--- config.mk ---
export PLATFORM = sky130hd
export DESIGN_NAME = cck_console
export DESIGN_NICKNAME = d
export VERILOG_FILES = /design/src/hdl/cck_pkg.sv /design/src/hdl/cck_console.sv /design/src/hdl/cck_key_sync.sv /design/src/hdl/cck_pi.sv
export SDC_FILE = /design/constraint.sdc
export NUM_CORES = 1
export LEC_CHECK = 0
export ABC_AREA = 1
export BUFFER_PORTS_ARGS = -buffer_cell sky130_fd_sc_hd__clkbuf_2
export CORE_UTILIZATION = 40
export DETAILED_ROUTE_END_ITERATION = 10
export GPL_TIMING_DRIVEN = 0
export HOLD_SLACK_MARGIN = 0.02
export MAX_ROUTING_LAYER = met4
export PLACE_DENSITY = 0.74
export SKIP_CTS_REPAIR_TIMING = 1
export SLEW_MARGIN = 20
export SYNTH_ARGS = -nofsm -noshare
export SYNTH_HDL_FRONTEND = slang
export SYNTH_HIERARCHICAL = 1
export SYNTH_SLANG_ARGS = --single-unit
--- constraint.sdc ---
create_clock -name i_ref_clk -period 4.5 [get_ports i_ref_clk]
set_input_delay 0 -clock i_ref_clk [delete_from_list [all_inputs] [get_ports i_ref_clk]]
set_output_delay 0 -clock i_ref_clk [all_outputs]
set_load 0.02 [all_outputs]
--- src/hdl/cck_pkg.sv ---
// constants shared by the console key control block
// Notes on behaviour
// start key works only when stopped; sets run, fetches first from address switches.
// bootstrap start acts as start and sets bootstrap mode remapping low addresses.
// bootstrap mode ends on any instruction fetch above address 17 octal.
// halt key clears run; processor stops after the current instruction.
// resume key works only when stopped; sets run, continues at program counter.
// halt held plus resume press runs one instruction; repeat runs them at rate.
// memory step held sets memory break flag at every memory subroutine start.
// memory break flag withholds the restart pulse after the access completes.
// memory stepping turns fetch read-pause-write into read, then separate write.
// memory resume works only with break flag set; clears it and restarts.
// single instruction key runs data switch word once, no program count.
// a skip from the console increments the program counter at most once.
// a console jump saves the program counter without incrementing it first.
// io clear works only when stopped; clears flags, control state and bus gear.
// store-here writes data switches at address switches and shows the word.
// store-following works only when stopped; writes at access location plus one.
// inspect-here reads address switches; inspect-following reads location plus one.
// any access to the address switch location updates the memory display.
// the program can read the 36-bit data switch word with an input word.
// program requests set any channel; other requests need the channel on.
// lower channels win; holds only set below lowest hold; hold blocks request.
// holds stick only for non-transfer instructions; block transfer just drops request.
// reader on and off keys drive motor and brake and raise reader request.
// each key is synchronised and edge detected; one press makes one trigger.
package cck_pkg;
   localparam int ADDR_W = 18;
   localparam int WORD_W = 36;
   localparam int CHANS = 7;
   localparam int NKEYS = 14;
   localparam logic [17:0] BOOT_TOP_ADDR = 18'h0000f;
   localparam int CLK_NS = 10;
   localparam int REPEAT_NS = 3400;
   localparam int REPEAT_CYCLES = (REPEAT_NS + CLK_NS - 1) / CLK_NS;
   localparam logic RUN_RST = 1'b0;
   localparam logic [35:0] DISPLAY_RST = 36'h0;
   // key positions in the key vector
   localparam int K_START = 0;
   localparam int K_BOOT = 1;
   localparam int K_HALT = 2;
   localparam int K_RESUME = 3;
   localparam int K_MSTEP = 4;
   localparam int K_MRESUME = 5;
   localparam int K_SINGLE_INSTRUCTION_KEY = 6;
   localparam int K_IOCLR = 7;
   localparam int K_DEP = 8;
   localparam int K_DEPNXT = 9;
   localparam int K_EX = 10;
   localparam int K_EXNXT = 11;
   localparam int K_RDR_ON = 12;
   localparam int K_RDR_OFF = 13;
endpackage

--- src/hdl/cck_console.sv ---
// console key control: operator keys to processor actions
`timescale 1ns/1ps
`default_nettype none
module cck_console #(
   parameter int REPEAT_CYC = cck_pkg::REPEAT_CYCLES
) (
   input  wire logic        i_ref_clk,
   input  wire logic        i_rst_n,
   input  wire logic [13:0] i_keys,
   input  wire logic        i_repeat,
   input  wire logic [35:0] i_data_switch_reg,
   input  wire logic [17:0] i_address_switch_reg,
   input  wire logic [2:0]  i_reader_chan,
   input  wire logic        i_inst_done,
   input  wire logic        i_fetch,
   input  wire logic [17:0] i_fetch_addr,
   input  wire logic        i_mem_call,
   input  wire logic [17:0] i_mem_addr,
   input  wire logic        i_mem_write,
   input  wire logic [35:0] i_mem_wdata,
   input  wire logic        i_mem_done,
   input  wire logic [35:0] i_mem_rdata,
   input  wire logic [17:0] i_ma,
   input  wire logic        i_key_mem_done,
   input  wire logic        i_input_word_instr,
   input  wire logic        i_interrupt_system_enabled,
   input  wire logic        i_pi_on_wr,
   input  wire logic [6:0]  i_pi_on_wdata,
   input  wire logic [6:0]  i_pi_prog_req,
   input  wire logic [6:0]  i_pi_dev_req,
   input  wire logic        i_pi_break,
   input  wire logic        i_io_transfer_instr,
   input  wire logic        i_pi_dismiss,
   output logic             o_run,
   output logic             o_start,
   output logic [17:0]      o_start_addr,
   output logic             o_resume,
   output logic             o_single_single_instruction_key,
   output logic [35:0]      o_single_instruction_key_word,
   output logic             o_console_single_instruction_key,
   output logic             o_io_clear,
   output logic             o_bootstrap_mode_flag,
   output logic             o_fast_mem_disable,
   output logic             o_hidden_core_sel,
   output logic             o_memory_break_flag,
   output logic             o_mem_restart,
   output logic             o_read_only_rpw,
   output logic             o_key_mem_req,
   output logic             o_key_write,
   output logic [17:0]      o_key_addr,
   output logic [35:0]      o_key_wdata,
   output logic             o_key_load_ma,
   output logic [35:0]      o_mem_display,
   output logic [35:0]      o_input_word,
   output logic             o_reader_motor,
   output logic             o_reader_brake,
   output logic [6:0]       o_channel_on_bits,
   output logic [6:0]       o_channel_request_bits,
   output logic [6:0]       o_channel_hold_bits,
   output logic [6:0]       o_pi_grant
);
   typedef enum logic [1:0] {CCK_IDLE, CCK_MEM, CCK_SINGLE_INSTRUCTION_KEY} cck_state_t;

   cck_state_t state;
   logic [13:0] lvl;
   logic [13:0] trg;
   logic [35:0] ds_meta;
   logic [35:0] ds;
   logic [17:0] mas_meta;
   logic [17:0] address_switch_reg;
   logic        idle;
   logic        go_start;
   logic        go_resume;
   logic        go_single_instruction_key;
   logic        go_ioclr;
   logic        go_mem;
   logic        mem_wr;
   logic [17:0] mem_addr;
   logic        mem_restart_key;
   logic        halt_edge;
   logic [6:0]  rdr_req;

   cck_key_sync #(
      .N   (cck_pkg::NKEYS),
      .REP (REPEAT_CYC)
   ) u_keys (
      .i_ref_clk (i_ref_clk),
      .i_rst_n   (i_rst_n),
      .i_keys    (i_keys),
      .i_repeat  (i_repeat),
      .o_level   (lvl),
      .o_trig    (trg)
   );

   // switches are slow levels; two stages are enough to settle them
   always_ff @(posedge i_ref_clk or negedge i_rst_n) begin
      if (!i_rst_n) begin
         ds_meta <= '0;
         ds <= '0;
         mas_meta <= '0;
         address_switch_reg <= '0;
      end else begin
         ds_meta <= i_data_switch_reg;
         ds <= ds_meta;
         mas_meta <= i_address_switch_reg;
         address_switch_reg <= mas_meta;
      end
   end

   assign idle = state == CCK_IDLE;
   assign halt_edge = trg[cck_pkg::K_HALT] && !lvl[cck_pkg::K_RESUME];
   assign go_start = idle && !o_run && (trg[cck_pkg::K_START] || trg[cck_pkg::K_BOOT]);
   assign go_resume = idle && !o_run && trg[cck_pkg::K_RESUME];
   assign go_single_instruction_key = idle && !o_run && trg[cck_pkg::K_SINGLE_INSTRUCTION_KEY];
   assign go_ioclr = idle && !o_run && trg[cck_pkg::K_IOCLR];

   // next memory key: here keys work any time, following keys only when stopped
   always_comb begin
      go_mem = 1'b0;
      mem_wr = 1'b0;
      mem_addr = address_switch_reg;
      if (idle && trg[cck_pkg::K_DEP]) begin
         go_mem = 1'b1;
         mem_wr = 1'b1;
      end else if (idle && !o_run && trg[cck_pkg::K_DEPNXT]) begin
         go_mem = 1'b1;
         mem_wr = 1'b1;
         mem_addr = i_ma + 18'h1;
      end else if (idle && trg[cck_pkg::K_EX]) begin
         go_mem = 1'b1;
      end else if (idle && !o_run && trg[cck_pkg::K_EXNXT]) begin
         go_mem = 1'b1;
         mem_addr = i_ma + 18'h1;
      end
   end

   always_ff @(posedge i_ref_clk or negedge i_rst_n) begin
      if (!i_rst_n) begin
         state <= CCK_IDLE;
      end else begin
         unique case (state)
            CCK_IDLE: begin
               if (go_mem) begin
                  state <= CCK_MEM;
               end else if (go_single_instruction_key) begin
                  state <= CCK_SINGLE_INSTRUCTION_KEY;
               end
            end
            CCK_MEM: begin
               if (i_key_mem_done) begin
                  state <= CCK_IDLE;
               end
            end
            CCK_SINGLE_INSTRUCTION_KEY: begin
               if (i_inst_done) begin
                  state <= CCK_IDLE;
               end
            end
         endcase
      end
   end

   // with halt held, resume starts one instruction and run stays clear
   always_ff @(posedge i_ref_clk or negedge i_rst_n) begin
      if (!i_rst_n) begin
         o_run <= cck_pkg::RUN_RST;
      end else if (go_start || go_resume) begin
         o_run <= !lvl[cck_pkg::K_HALT];
      end else if (halt_edge || lvl[cck_pkg::K_HALT]) begin
         o_run <= 1'b0;
      end
   end

   always_ff @(posedge i_ref_clk or negedge i_rst_n) begin
      if (!i_rst_n) begin
         o_start <= 1'b0;
         o_resume <= 1'b0;
         o_single_single_instruction_key <= 1'b0;
         o_io_clear <= 1'b0;
         o_start_addr <= '0;
         o_single_instruction_key_word <= '0;
      end else begin
         o_start <= go_start;
         o_resume <= go_resume;
         o_single_single_instruction_key <= go_single_instruction_key;
         o_io_clear <= go_ioclr;
         if (go_start) begin
            o_start_addr <= address_switch_reg;
         end
         if (go_single_instruction_key) begin
            o_single_instruction_key_word <= ds;
         end
      end
   end

   // console execute: no normal count, one skip count at most, jump saves pc as is
   assign o_console_single_instruction_key = state == CCK_SINGLE_INSTRUCTION_KEY; // see R12

   always_ff @(posedge i_ref_clk or negedge i_rst_n) begin
      if (!i_rst_n) begin
         o_bootstrap_mode_flag <= 1'b0;
      end else if (go_start) begin
         o_bootstrap_mode_flag <= trg[cck_pkg::K_BOOT];
      end else if (go_ioclr || (i_fetch && i_fetch_addr > cck_pkg::BOOT_TOP_ADDR)) begin
         o_bootstrap_mode_flag <= 1'b0;
      end
   end

   assign o_fast_mem_disable = o_bootstrap_mode_flag;
   assign o_hidden_core_sel = o_bootstrap_mode_flag
                              && i_mem_addr <= cck_pkg::BOOT_TOP_ADDR;

   // set by a new call wins over a memory resume in the same cycle
   always_ff @(posedge i_ref_clk or negedge i_rst_n) begin
      if (!i_rst_n) begin
         o_memory_break_flag <= 1'b0;
      end else if (i_mem_call && lvl[cck_pkg::K_MSTEP]) begin
         o_memory_break_flag <= 1'b1;
      end else if (go_ioclr || (trg[cck_pkg::K_MRESUME] && o_memory_break_flag)) begin
         o_memory_break_flag <= 1'b0;
      end
   end

   always_ff @(posedge i_ref_clk or negedge i_rst_n) begin
      if (!i_rst_n) begin
         mem_restart_key <= 1'b0;
      end else begin
         mem_restart_key <= trg[cck_pkg::K_MRESUME] && o_memory_break_flag;
      end
   end

   assign o_mem_restart = (i_mem_done && !o_memory_break_flag) || mem_restart_key;
   assign o_read_only_rpw = lvl[cck_pkg::K_MSTEP];

   always_ff @(posedge i_ref_clk or negedge i_rst_n) begin
      if (!i_rst_n) begin
         o_key_mem_req <= 1'b0;
         o_key_write <= 1'b0;
         o_key_load_ma <= 1'b0;
         o_key_addr <= '0;
         o_key_wdata <= '0;
      end else begin
         o_key_mem_req <= go_mem;
         o_key_load_ma <= go_mem && !o_run; // see R15
         if (go_mem) begin
            o_key_write <= mem_wr;
            o_key_addr <= mem_addr;
            o_key_wdata <= ds;
         end
      end
   end

   // display: key accesses always, processor accesses only at the switch address
   always_ff @(posedge i_ref_clk or negedge i_rst_n) begin
      if (!i_rst_n) begin
         o_mem_display <= cck_pkg::DISPLAY_RST;
      end else if (state == CCK_MEM && i_key_mem_done) begin
         o_mem_display <= o_key_write ? o_key_wdata : i_mem_rdata;
      end else if (i_mem_done && i_mem_addr == address_switch_reg) begin
         o_mem_display <= i_mem_write ? i_mem_wdata : i_mem_rdata;
      end
   end

   always_ff @(posedge i_ref_clk or negedge i_rst_n) begin
      if (!i_rst_n) begin
         o_input_word <= '0;
      end else if (i_input_word_instr) begin
         o_input_word <= ds;
      end
   end

   always_ff @(posedge i_ref_clk or negedge i_rst_n) begin
      if (!i_rst_n) begin
         o_reader_motor <= 1'b0;
         o_reader_brake <= 1'b0;
      end else if (trg[cck_pkg::K_RDR_ON]) begin
         o_reader_motor <= 1'b1;
         o_reader_brake <= 1'b1;
      end else if (trg[cck_pkg::K_RDR_OFF]) begin
         o_reader_motor <= 1'b0;
         o_reader_brake <= 1'b0;
      end
   end

   // channel 1 is bit 0; channel 0 means the reader is unassigned
   assign rdr_req = (i_reader_chan != 3'h0
                     && (trg[cck_pkg::K_RDR_ON] || trg[cck_pkg::K_RDR_OFF]))
                    ? 7'((8'h1 << i_reader_chan) >> 1) : 7'h0;

   cck_pi #(
      .C (cck_pkg::CHANS)
   ) u_pi (
      .i_ref_clk   (i_ref_clk),
      .i_rst_n     (i_rst_n),
      .i_clear     (go_ioclr),
      .i_enable    (i_interrupt_system_enabled),
      .i_on_wr     (i_pi_on_wr),
      .i_on_wdata  (i_pi_on_wdata),
      .i_prog_req  (i_pi_prog_req),
      .i_dev_req   (i_pi_dev_req | rdr_req),
      .i_break     (i_pi_break),
      .i_break_iot (i_io_transfer_instr),
      .i_dismiss   (i_pi_dismiss),
      .o_on        (o_channel_on_bits),
      .o_req       (o_channel_request_bits),
      .o_hold      (o_channel_hold_bits),
      .o_grant     (o_pi_grant)
   );

   start_run_a: assert property (@(posedge i_ref_clk) disable iff (!i_rst_n)
      (trg[cck_pkg::K_START] && idle && !o_run && !lvl[cck_pkg::K_HALT])
      |=> o_run && o_start && o_start_addr == $past(address_switch_reg))
      else $error("start key did not start at switch address");
   boot_leave_a: assert property (@(posedge i_ref_clk) disable iff (!i_rst_n)
      (i_fetch && i_fetch_addr > cck_pkg::BOOT_TOP_ADDR && !go_start)
      |=> !o_bootstrap_mode_flag)
      else $error("bootstrap mode kept after high fetch");
   break_hold_a: assert property (@(posedge i_ref_clk) disable iff (!i_rst_n)
      (o_memory_break_flag && !mem_restart_key) |-> !o_mem_restart)
      else $error("restart sent while memory break set");
   mem_resume_a: assert property (@(posedge i_ref_clk) disable iff (!i_rst_n)
      (trg[cck_pkg::K_MRESUME] && o_memory_break_flag && !i_mem_call)
      |=> !o_memory_break_flag && o_mem_restart)
      else $error("memory resume did not restart");
   halt_stop_a: assert property (@(posedge i_ref_clk) disable iff (!i_rst_n)
      (lvl[cck_pkg::K_HALT] && !go_start && !go_resume) |=> !o_run)
      else $error("run stayed set under halt key");
endmodule
`default_nettype wire

--- src/hdl/cck_key_sync.sv ---
// key synchroniser, edge detector and repeat generator
`timescale 1ns/1ps
`default_nettype none
module cck_key_sync #(
   parameter int N   = cck_pkg::NKEYS,
   parameter int REP = cck_pkg::REPEAT_CYCLES
) (
   input  wire logic         i_ref_clk,
   input  wire logic         i_rst_n,
   input  wire logic [N-1:0] i_keys,
   input  wire logic         i_repeat,
   output logic      [N-1:0] o_level,
   output logic      [N-1:0] o_trig
);
   logic [N:0] meta;
   logic [N:0] sync;
   logic [N-1:0] prev;
   logic [15:0] rep_cnt;
   logic rep_tick;

   always_ff @(posedge i_ref_clk or negedge i_rst_n) begin
      if (!i_rst_n) begin
         meta <= '0;
         sync <= '0;
         prev <= '0;
      end else begin
         meta <= {i_repeat, i_keys};
         sync <= meta;
         prev <= sync[N-1:0];
      end
   end

   // one shared interval timer: keys held together repeat in step
   always_ff @(posedge i_ref_clk or negedge i_rst_n) begin
      if (!i_rst_n) begin
         rep_cnt <= '0;
      end else if (!sync[N] || sync[N-1:0] == '0 || rep_tick) begin
         rep_cnt <= '0;
      end else begin
         rep_cnt <= rep_cnt + 16'h1;
      end
   end

   assign rep_tick = rep_cnt == 16'(REP - 1);
   assign o_level = sync[N-1:0];
   assign o_trig = (sync[N-1:0] & ~prev) | (rep_tick ? sync[N-1:0] : '0);

   one_press_a: assert property (@(posedge i_ref_clk) disable iff (!i_rst_n)
      (!sync[N] && o_trig[0]) |=> !o_trig[0])
      else $error("key trigger repeated without repeat");
endmodule
`default_nettype wire

--- src/hdl/cck_pi.sv ---
// interrupt channel on, request and hold bits
`timescale 1ns/1ps
`default_nettype none
module cck_pi #(
   parameter int C = cck_pkg::CHANS
) (
   input  wire logic         i_ref_clk,
   input  wire logic         i_rst_n,
   input  wire logic         i_clear,
   input  wire logic         i_enable,
   input  wire logic         i_on_wr,
   input  wire logic [C-1:0] i_on_wdata,
   input  wire logic [C-1:0] i_prog_req,
   input  wire logic [C-1:0] i_dev_req,
   input  wire logic         i_break,
   input  wire logic         i_break_iot,
   input  wire logic         i_dismiss,
   output logic      [C-1:0] o_on,
   output logic      [C-1:0] o_req,
   output logic      [C-1:0] o_hold,
   output logic      [C-1:0] o_grant
);
   function automatic logic [C-1:0] lowest(input logic [C-1:0] x);
      lowest = x & (~x + C'(1));
   endfunction

   logic [C-1:0] below;
   logic [C-1:0] set_req;
   logic [C-1:0] take;

   // only channels numbered below the lowest hold may break in
   assign below = (o_hold == '0) ? '1 : lowest(o_hold) - C'(1);
   assign o_grant = i_enable ? lowest(o_req & below) : '0;
   assign set_req = (i_prog_req | (i_dev_req & o_on)) & ~o_hold;
   assign take = i_break ? o_grant : '0;

   always_ff @(posedge i_ref_clk or negedge i_rst_n) begin
      if (!i_rst_n) begin
         o_on <= '0;
      end else if (i_clear) begin
         o_on <= '0;
      end else if (i_on_wr) begin
         o_on <= i_on_wdata;
      end
   end

   always_ff @(posedge i_ref_clk or negedge i_rst_n) begin
      if (!i_rst_n) begin
         o_req <= '0;
      end else if (i_clear) begin
         o_req <= '0;
      end else begin
         o_req <= (o_req & ~take) | (set_req & ~take);
      end
   end

   // a transfer instruction drops the request and leaves the hold unset
   always_ff @(posedge i_ref_clk or negedge i_rst_n) begin
      if (!i_rst_n) begin
         o_hold <= '0;
      end else if (i_clear) begin
         o_hold <= '0;
      end else begin
         o_hold <= (o_hold & ~(i_dismiss ? lowest(o_hold) : '0))
                   | (i_break_iot ? '0 : take);
      end
   end

   gated_req_a: assert property (@(posedge i_ref_clk) disable iff (!i_rst_n)
      (i_prog_req == '0 && !i_clear) |=> ((o_req & ~$past(o_req) & ~$past(o_on)) == '0))
      else $error("request set on a channel that is off");
   iot_nohold_a: assert property (@(posedge i_ref_clk) disable iff (!i_rst_n)
      (i_break && i_break_iot && !i_dismiss && !i_clear) |=> o_hold == $past(o_hold))
      else $error("hold stuck after transfer instruction");
   hold_order_a: assert property (@(posedge i_ref_clk) disable iff (!i_rst_n)
      (i_break && !i_break_iot && o_grant != '0 && !i_clear)
      |=> (lowest(o_hold) == $past(o_grant)) && !o_req[$clog2($past(o_grant))])
      else $error("hold not taken by lowest channel");
endmodule
`default_nettype wire

Yosys cells after proc, flatten, opt, wreduce, memory -nomap -nowiden
Index checks and enable logic that the tools add are counted.
{"block": "word_totals", "reg_bits": 383, "in_bits": 233, "word_cells": 147}
{"block": "op_classes", "reduce_logical": 44, "mux": 39, "addsub": 5, "order_cmp": 2, "eq_ne": 7, "shifts": 1, "bitwise": 19}
{"operator": "$mux W36", "n": 4}
{"operator": "$mux W18", "n": 4}
{"operator": "$mux W7", "n": 10}
{"operator": "$and A7 B7 Y7", "n": 8}
{"operator": "$not A7 Y7", "n": 4}
{"operator": "$or A7 B7 Y7", "n": 4}
{"operator": "$logic_and A1 B1 Y1", "n": 19}
{"operator": "$add A18 B1 Y18 const B", "n": 1}
{"operator": "$eq A18 B18 Y1", "n": 1}
{"operator": "$gt A18 B4 Y1 const B", "n": 1}
{"operator": "$le A18 B4 Y1 const B", "n": 1}
{"operator": "$add A16 B1 Y16 const B", "n": 1}
{"operator": "$eq A16 B9 Y1 const B", "n": 1}
{"operator": "$mux W16", "n": 1}
{"operator": "$add A7 B1 Y7 const B", "n": 2}
{"operator": "$and A14 B14 Y14", "n": 1}
{"operator": "$logic_not A14 Y1", "n": 1}
{"operator": "$mux W1", "n": 14}
{"operator": "$mux W14", "n": 1}
{"operator": "$not A14 Y14", "n": 1}
{"operator": "$or A14 B14 Y14", "n": 1}
{"operator": "$reduce_bool A2 Y1", "n": 6}
{"operator": "$logic_or A1 B1 Y1", "n": 9}
{"operator": "$mux W2", "n": 4}
{"operator": "12 further kinds", "n": 17}

Longest topological paths before layout
Gate-level depths: netlist (run 1).
{"block": "depth", "ltp_word": 15, "ltp_mapped": 18}

Cells and area by module
The synthesis (run 1) kept the hierarchy.
{"module": "cck_console", "area_each_um2": 12024.0, "instances": 1, "cells_per_inst": 1296}
{"module": "cck_key_sync", "area_each_um2": 2366.0, "instances": 1, "cells_per_inst": 210}
{"module": "cck_pi", "area_each_um2": 1227.4, "instances": 1, "cells_per_inst": 153}

Worst setup path after synthesis (run 1)
OpenSTA, ideal clock, no wires.
{"block": "synth_path", "path_kind": "register to register", "start": "register u_keys.rep_cnt[0]", "end": "register u_pi.o_on[0]", "stages_incl_launch_ff": 16, "period_less_slack_ns": 2.027, "arrival_time_ns": 1.899, "setup_slack_ns": 2.473, "t_required_ns": 4.371, "path_cell_list": "dfrtp_1 -> ha_1 -> inv_2 -> nor2_1 -> nand2_1 -> nor2_2 -> nand2_4 -> buf_6 -> a21boi_2 -> nand2_1 -> inv_1 -> buf_2 -> inv_1 -> buf_2 -> nand3_1 -> o21ai_0"}
{"block": "synth_between", "elab_chain_len": 5}
{"item": "start: declaration", "line_no": "cck_key_sync.sv:18", "text": "logic [15:0] rep_cnt;"}
{"item": "start signal: assignment", "line_no": "cck_key_sync.sv:40", "text": "rep_cnt <= rep_cnt + 16'h1;"}
{"item": "$eq A16 B9 Y1 *", "line_no": "cck_key_sync.sv:44", "text": "assign rep_tick = rep_cnt == 16'(REP - 1);"}
{"item": "$mux W14 *", "line_no": "cck_key_sync.sv:46", "text": "assign o_trig = (sync[N-1:0] & ~prev) | (rep_tick ? sync[N-1:0] : '0);"}
{"item": "$or A14 B14 Y14 *", "line_no": "cck_key_sync.sv:46"}
{"item": "via trg[7]", "line_no": "cck_console.sv:66", "text": "logic [13:0] trg;"}
{"item": "$logic_and A1 B1 Y1 *", "line_no": "cck_console.sv:115", "text": "assign go_ioclr = idle && !o_run && trg[cck_pkg::K_IOCLR];"}
{"item": "via go_ioclr", "line_no": "cck_console.sv:75", "text": "logic go_ioclr;"}
{"item": "$mux W7 or $reduce_bool A2 Y1 (tied branches)"}
{"item": "end signal: assignment", "line_no": "cck_pi.sv:43", "text": "o_on <= i_on_wdata;"}
{"item": "end: declaration", "line_no": "cck_pi.sv:18", "text": "output logic [C-1:0] o_on,"}
Mark *: on every way through the listed nets, which the timed path passes. The rest lies on a longest branch.
A chain may end at the register's enable or synchronous reset.

Final worst setup path (run 1)
{"block": "layout_path", "start": "register u_keys.rep_cnt[0]", "end": "register u_pi.o_on[5]"}
Same word-level chain as after synthesis.

==> metrics.txt, run 1 <==
routed vias=14400; post-route setup slack=1.40 ns; Setup CP Type=flip-flop to flip-flop; Reg2Reg Setup Slack=1.40 ns; Post-DP Area=18500 um^2; CP peak stage delay=0.55 ns; Post-Route Skew=0.0318 ns; CTS max path bufs=3; Cell Rows=71; fin crit share=0.690; worst min path class=primary input to flip-flop; Hold Vio Cnt, Final=0; GRT overflow=0; Initial DRT Pass Iterations=8; synthesis-to-layout area growth=41.4%; Achievable Freq=322 MHz; RSZ-0062 raised after global routing=false; Tot GR Track Use=0.249; critical path cell sequence=ha_1, inv_2, nor2_1, nand2_1, nor2_2, nand2_4, buf_6, a21boi_2, nand2_1, inv_1, buf_2, inv_1, buf_2, nand3_1, dlygate4sd3_1, o21ai_0; final core occ=0.578; nets@finish=2580; synthesized area=15500 um^2; Slew Viols, Final=0; CP Max Fanout=10; final std cell area, no fill=21900 um^2; Post-Syn Instances=1646; critical path endpoint category=flip-flop; Antenna Nets Post-Route=0; die area=39500 um^2; peak supply drop=0.000309 V; Setup Viol. Count Final=0; P_leak=11.0 nW; core area=37900 um^2; largest net degree at the start of global routing=88; pre-CTS WS=1.95 ns; cts bufs inserted=40; Worst Tran Pin Value=0.646 ns; antenna violations before repair=5; vias in the first global route=13100; root buffer cell=clkbuf_16; CTS Sinks=382; HPWL after detailed placement=37400 um; worst skew pair latency=0.57 ns; # IOs=458; Port Buf Inserts=449; CP Buf/Inv Count=7; Initial Util=0.409; hold slack=0.0104 ns; crit path time final=3.10 ns; delay-heaviest family, CP=buffers and inverters; Initial DRC Count=968; Worst Path Required=4.90 ns; clk slew on worst S/H paths=0.06 ns; Die Ht=199 um; pwr dens=579 nW/um^2; DRC=0; Max-Cap Viols=0; number of vias per cell=5.00; first-pass GRT wire length=72300 um; Die Wd=199 um; status=finished, final reports clean; H-Tree Level Count=2; final wirelength=52400 um; Worst path slowest cell=dlygate4sd3_1; Post-Syn Nets=1884; crit start category=flip-flop; Syn. warnings=6; CP arrival=3.50 ns; post-DR wirelength/cell=18.1 um; Mean Syn Cell Area=9.42 um^2; global placer's final weighted congestion=0.930; share of cells above drive strength 1=0.265; Slew HR=0.570; CTS tree=built
==> worst min-delay path, cell delays in order <==
cell      delay [ns]
clkbuf_2        0.07
o21bai_1        0.10
a21oi_1         0.08
nor2_1          0.08
o21ai_0         0.08
nor2_1          0.11
==> per-stage QoR <==
stage / setup TNS, ns / power (mW) / std cells
after floorplan: 0 / 7.17 / 1646
after global placement: -1820.85 / 8.82 / 2606
after detailed placement: 0 / 8.91 / 2610
after CTS: 0 / 12.4 / 2683
after global routing: 0 / 13.4 / 2889
final: 0 / 12.7 / 2889
==> area by class of cell <==
type / instances / area [um^2]
clock buffers: 50 / 1070
clock inverters: 23 / 324
plain buffers: 77 / 398
well taps: 511 / 639
repair buffers: 654 / 4380
inverters: 149 / 559
fillers: 3189 / 16000
multi-input cells: 1038 / 4990
diodes: 5 / 12.5
flip-flops and latches: 382 / 9560
==> cells in the final DEF, fill, tap and decap left out, types with 4 or more instances in the layout <==
master         count
nand2_1          344
o21ai_0          164
dlygate4sd3_1    201
o21ai_1           35
inv_1            136
nand3_1           81
a21boi_2           8
nand3_2            5
a21oi_1           65
dfrtp_1          382
diode_2            5
clkbuf_16         40
buf_16             4
buf_4              9
bufinv_16          6
xor2_1             5
clkinv_2           4
inv_2             11
clkbuf_1          43
clkbuf_2         448
clkinvlp_4         7
nand4_1           15
nand2_4            5
ha_1               5
buf_6              4
o21bai_1           9
nor3_1            11
xnor2_1            5
buf_1              4
nand2_2            5
buf_2             23
o22ai_1           38
nor2_1           184
o211ai_1           4
nor2_2            22
clkbuf_8           4
==> layer usage <==
layer / vias up / part of all wire / wire length [um] / track usage
met5: - / 0 / 0 / -
met4: 0 / 0.054 / 2840 / 0.130
met3: 177 / 0.068 / 3570 / 0.0500
met2: 672 / 0.49 / 25500 / 0.403
met1: 6859 / 0.39 / 20600 / 0.295
li1: 6730 / - / - / -
==> power by group <==
group | switching, mW | internal, mW
clock network | 1.42 | 2.06
logic | 2.89 | 1.47
registers | 0.612 | 4.24
total | 4.92 | 7.77
==> path summary, 6_finish.rpt <==
| kind | end | startpoint | cells after the start |
|---|---|---|---|
| max in group asynchronous | o_key_addr[5] | i_rst_n | 4 |
| hold / removal | u_pi/o_req[2] | i_pi_dev_req[2] | 6 |
| min in group asynchronous | ds[12] | i_rst_n | 2 |
| setup reg to reg | u_pi/o_on[5] | u_keys/rep_cnt[0] | 16 |
| hold reg to reg | ds[35] | ds_meta[35] | 0 |
| setup / recovery | u_pi/o_on[5] | u_keys/rep_cnt[0] | 16 |
Power figures use the tool's default switching activity.
==> inputs of run 2 (changes only) <==
==> constraint.sdc (replaced) <==
create_clock -name i_ref_clk -period 3 [get_ports i_ref_clk]
set_input_delay 0 -clock i_ref_clk [delete_from_list [all_inputs] [get_ports i_ref_clk]]
set_output_delay 0 -clock i_ref_clk [all_outputs]
set_load 0.02 [all_outputs]
==> run 2 against run 1 <==
Hold slack better by 0.0046 ns. Critical path depth grew 1. Final cell count shrank 0.28%. Utilization fell by 0.19 points. Global-route usage unchanged. Clock power up 50%. Design area is 0.33% lower. Die area unchanged. Power grew 50%. Count of clock-buffer cells in the layout is the same. Critical path type unchanged.
==> metrics.txt, run 2 (synthesis results as in run 1) <==
peak supply drop=0.000438 V; Worst Path Required=3.49 ns; worst min path class=primary input to asynchronous set/reset pin; critical path endpoint category=flip-flop; Die Ht=199 um; Tot GR Track Use=0.249; register share of total power=0.383; clk slew on worst S/H paths=0.06 ns; Cell Rows=71; Antenna Nets Post-Route=0; fin crit share=0.919; first-pass GRT wire length=72300 um; most frequent cells in the layout=clkbuf_2, dfrtp_1, nand2_1; number of vias per cell=5.02; antenna violations before repair=4; largest net degree at the start of global routing=88; CTS max path bufs=3; Worst path slowest cell=dlygate4sd3_1; H-Tree Level Count=2; RSZ-0062 raised after global routing=false; Hold Vio Cnt, Final=0; cell-internal power=11.6 mW; Slew Viols, Final=0; CP arrival=3.25 ns; CTS Sinks=382; DRC=0; Initial DRT Pass Iterations=6; post-DR wirelength/cell=18.1 um; Achievable Freq=363 MHz; status=finished, final reports clean; GRT overflow=0; share of cells above drive strength 1=0.266; filler instances=3211; CP peak stage delay=0.56 ns; root buffer cell=clkbuf_16; setup TNS=0 ns; global placer's final weighted congestion=0.930; crit start category=flip-flop; Die Wd=199 um; final wirelength=52200 um; CTS tree=built; Setup CP Type=flip-flop to flip-flop; nets@finish=2573; most common cell after layout, fill and taps aside=clkbuf_2; Worst path most repeated cell=nor2_1; Post-Route Skew=0.0318 ns; Net Sw Power=7.38 mW; Slew HR=0.559; Worst Tran Pin Value=0.662 ns; die area=39500 um^2; Max-Cap Viols=0; Port Buf Inserts=449; Sw Ratio=0.388; cts bufs inserted=40; Initial Util=0.409; worst skew pair latency=0.57 ns; crit path time final=2.76 ns; # IOs=458; Pwr Total=19.0 mW; critical path cell sequence=ha_1, inv_2, nor2_1, nand2_1, nor2_2, nand2_4, buf_6, a21boi_2, nor2_1, inv_1, nand2_1, o21bai_1, a21oi_1, dlygate4sd3_1, nor2_1, o21ai_0, nor2_1; Clock Power Share=0.274; vias in the first global route=13100; Initial DRC Count=910; Setup Viol. Count Final=0; CP Max Fanout=10; synthesis-to-layout area growth=41.0%; routed vias=14500; pwr dens=870 nW/um^2; final std cells w/o fill=2881; P_leak=11.0 nW; Comb pwr share=0.343; core area=37900 um^2; HPWL after detailed placement=37400 um; cell count after placement=2610
-- run 2: changes by cell type in the layout (fill, tap and decap cells not counted), sizes merged --
| cell | change |
|---|---|
| diode | -1 |
| dlygate4sd3 | -7 |
-- run 2: worst paths after layout --
kind / from / to / slack [ns] / cells after the start
worst min-delay path: i_rst_n / ds[12] / 0.02 / 2
max in group asynchronous: i_rst_n / o_key_addr[5] / 1.76 / 4
min in group i_ref_clk: i_pi_dev_req[2] / u_pi/o_req[2] / 0.02 / 6
worst min register to register: ds_meta[35] / ds[35] / 0.32 / 0
worst max-delay path: u_keys/rep_cnt[0] / u_pi/o_req[0] / 0.24 / 17
worst max register to register: u_keys/rep_cnt[0] / u_pi/o_req[0] / 0.24 / 17
-- run 2: per-layer routing --
layer | global-route usage | wire, um | vias to the layer above
li1 | - | - | 6710
met1 | 0.295 | 20500 | 6892
met2 | 0.403 | 25400 | 692
met3 | 0.0500 | 3630 | 161
met4 | 0.130 | 2720 | 0
met5 | - | 0 | -
-- run 2: final cells by class --
| type | instances | area, um^2 | share of cell area |
|---|---|---|---|
| Antenna cell | 4 | 10.0 | 0.000458 |
| Buffer | 77 | 398 | 0.0182 |
| Clock buffer | 50 | 1070 | 0.0489 |
| Clock inverter | 23 | 324 | 0.0148 |
| Inverter | 149 | 559 | 0.0256 |
| Multi-Input combinational cell | 1038 | 4990 | 0.228 |
| Sequential cell | 382 | 9560 | 0.437 |
| Tap cell | 511 | 639 | 0.0293 |
| Timing Repair Buffer | 647 | 4310 | 0.197 |
-- run 2: power groups by stage --
stage	Combinational [mW]	Clock, mW	Sequential [mW]
after floorplan	2.35	0	8.41
after global placement	5.96	0	7.26
after detailed placement	6.06	0	7.31
after CTS	6.08	5.34	7.23
after global routing	7.11	5.52	7.39
final	6.53	5.21	7.28
-- run 2: through the flow --
stage                util  area [um^2]  hold slack, ns  setup slack (ns)
floorplan               -        15500          -0.296             0.977
finish              0.576        21900          0.0151             0.242
CTS                 0.525        19900          -0.568             0.427
global route        0.576        21900          0.0385            0.0331
detailed placement  0.488        18500          0.0535             0.448
global placement    0.485        18400           0.109             -6.30
-- run 2: worst max-delay path, delay by kind of cell (launching register included) --
| family | cells | cell delay (ns) |
|---|---|---|
| buf+inv | 4 | 0.89 |
| simple gates | 8 | 0.74 |
| compound gates | 4 | 0.43 |
| flops | 1 | 0.38 |
| fa+ha+maj | 1 | 0.25 |
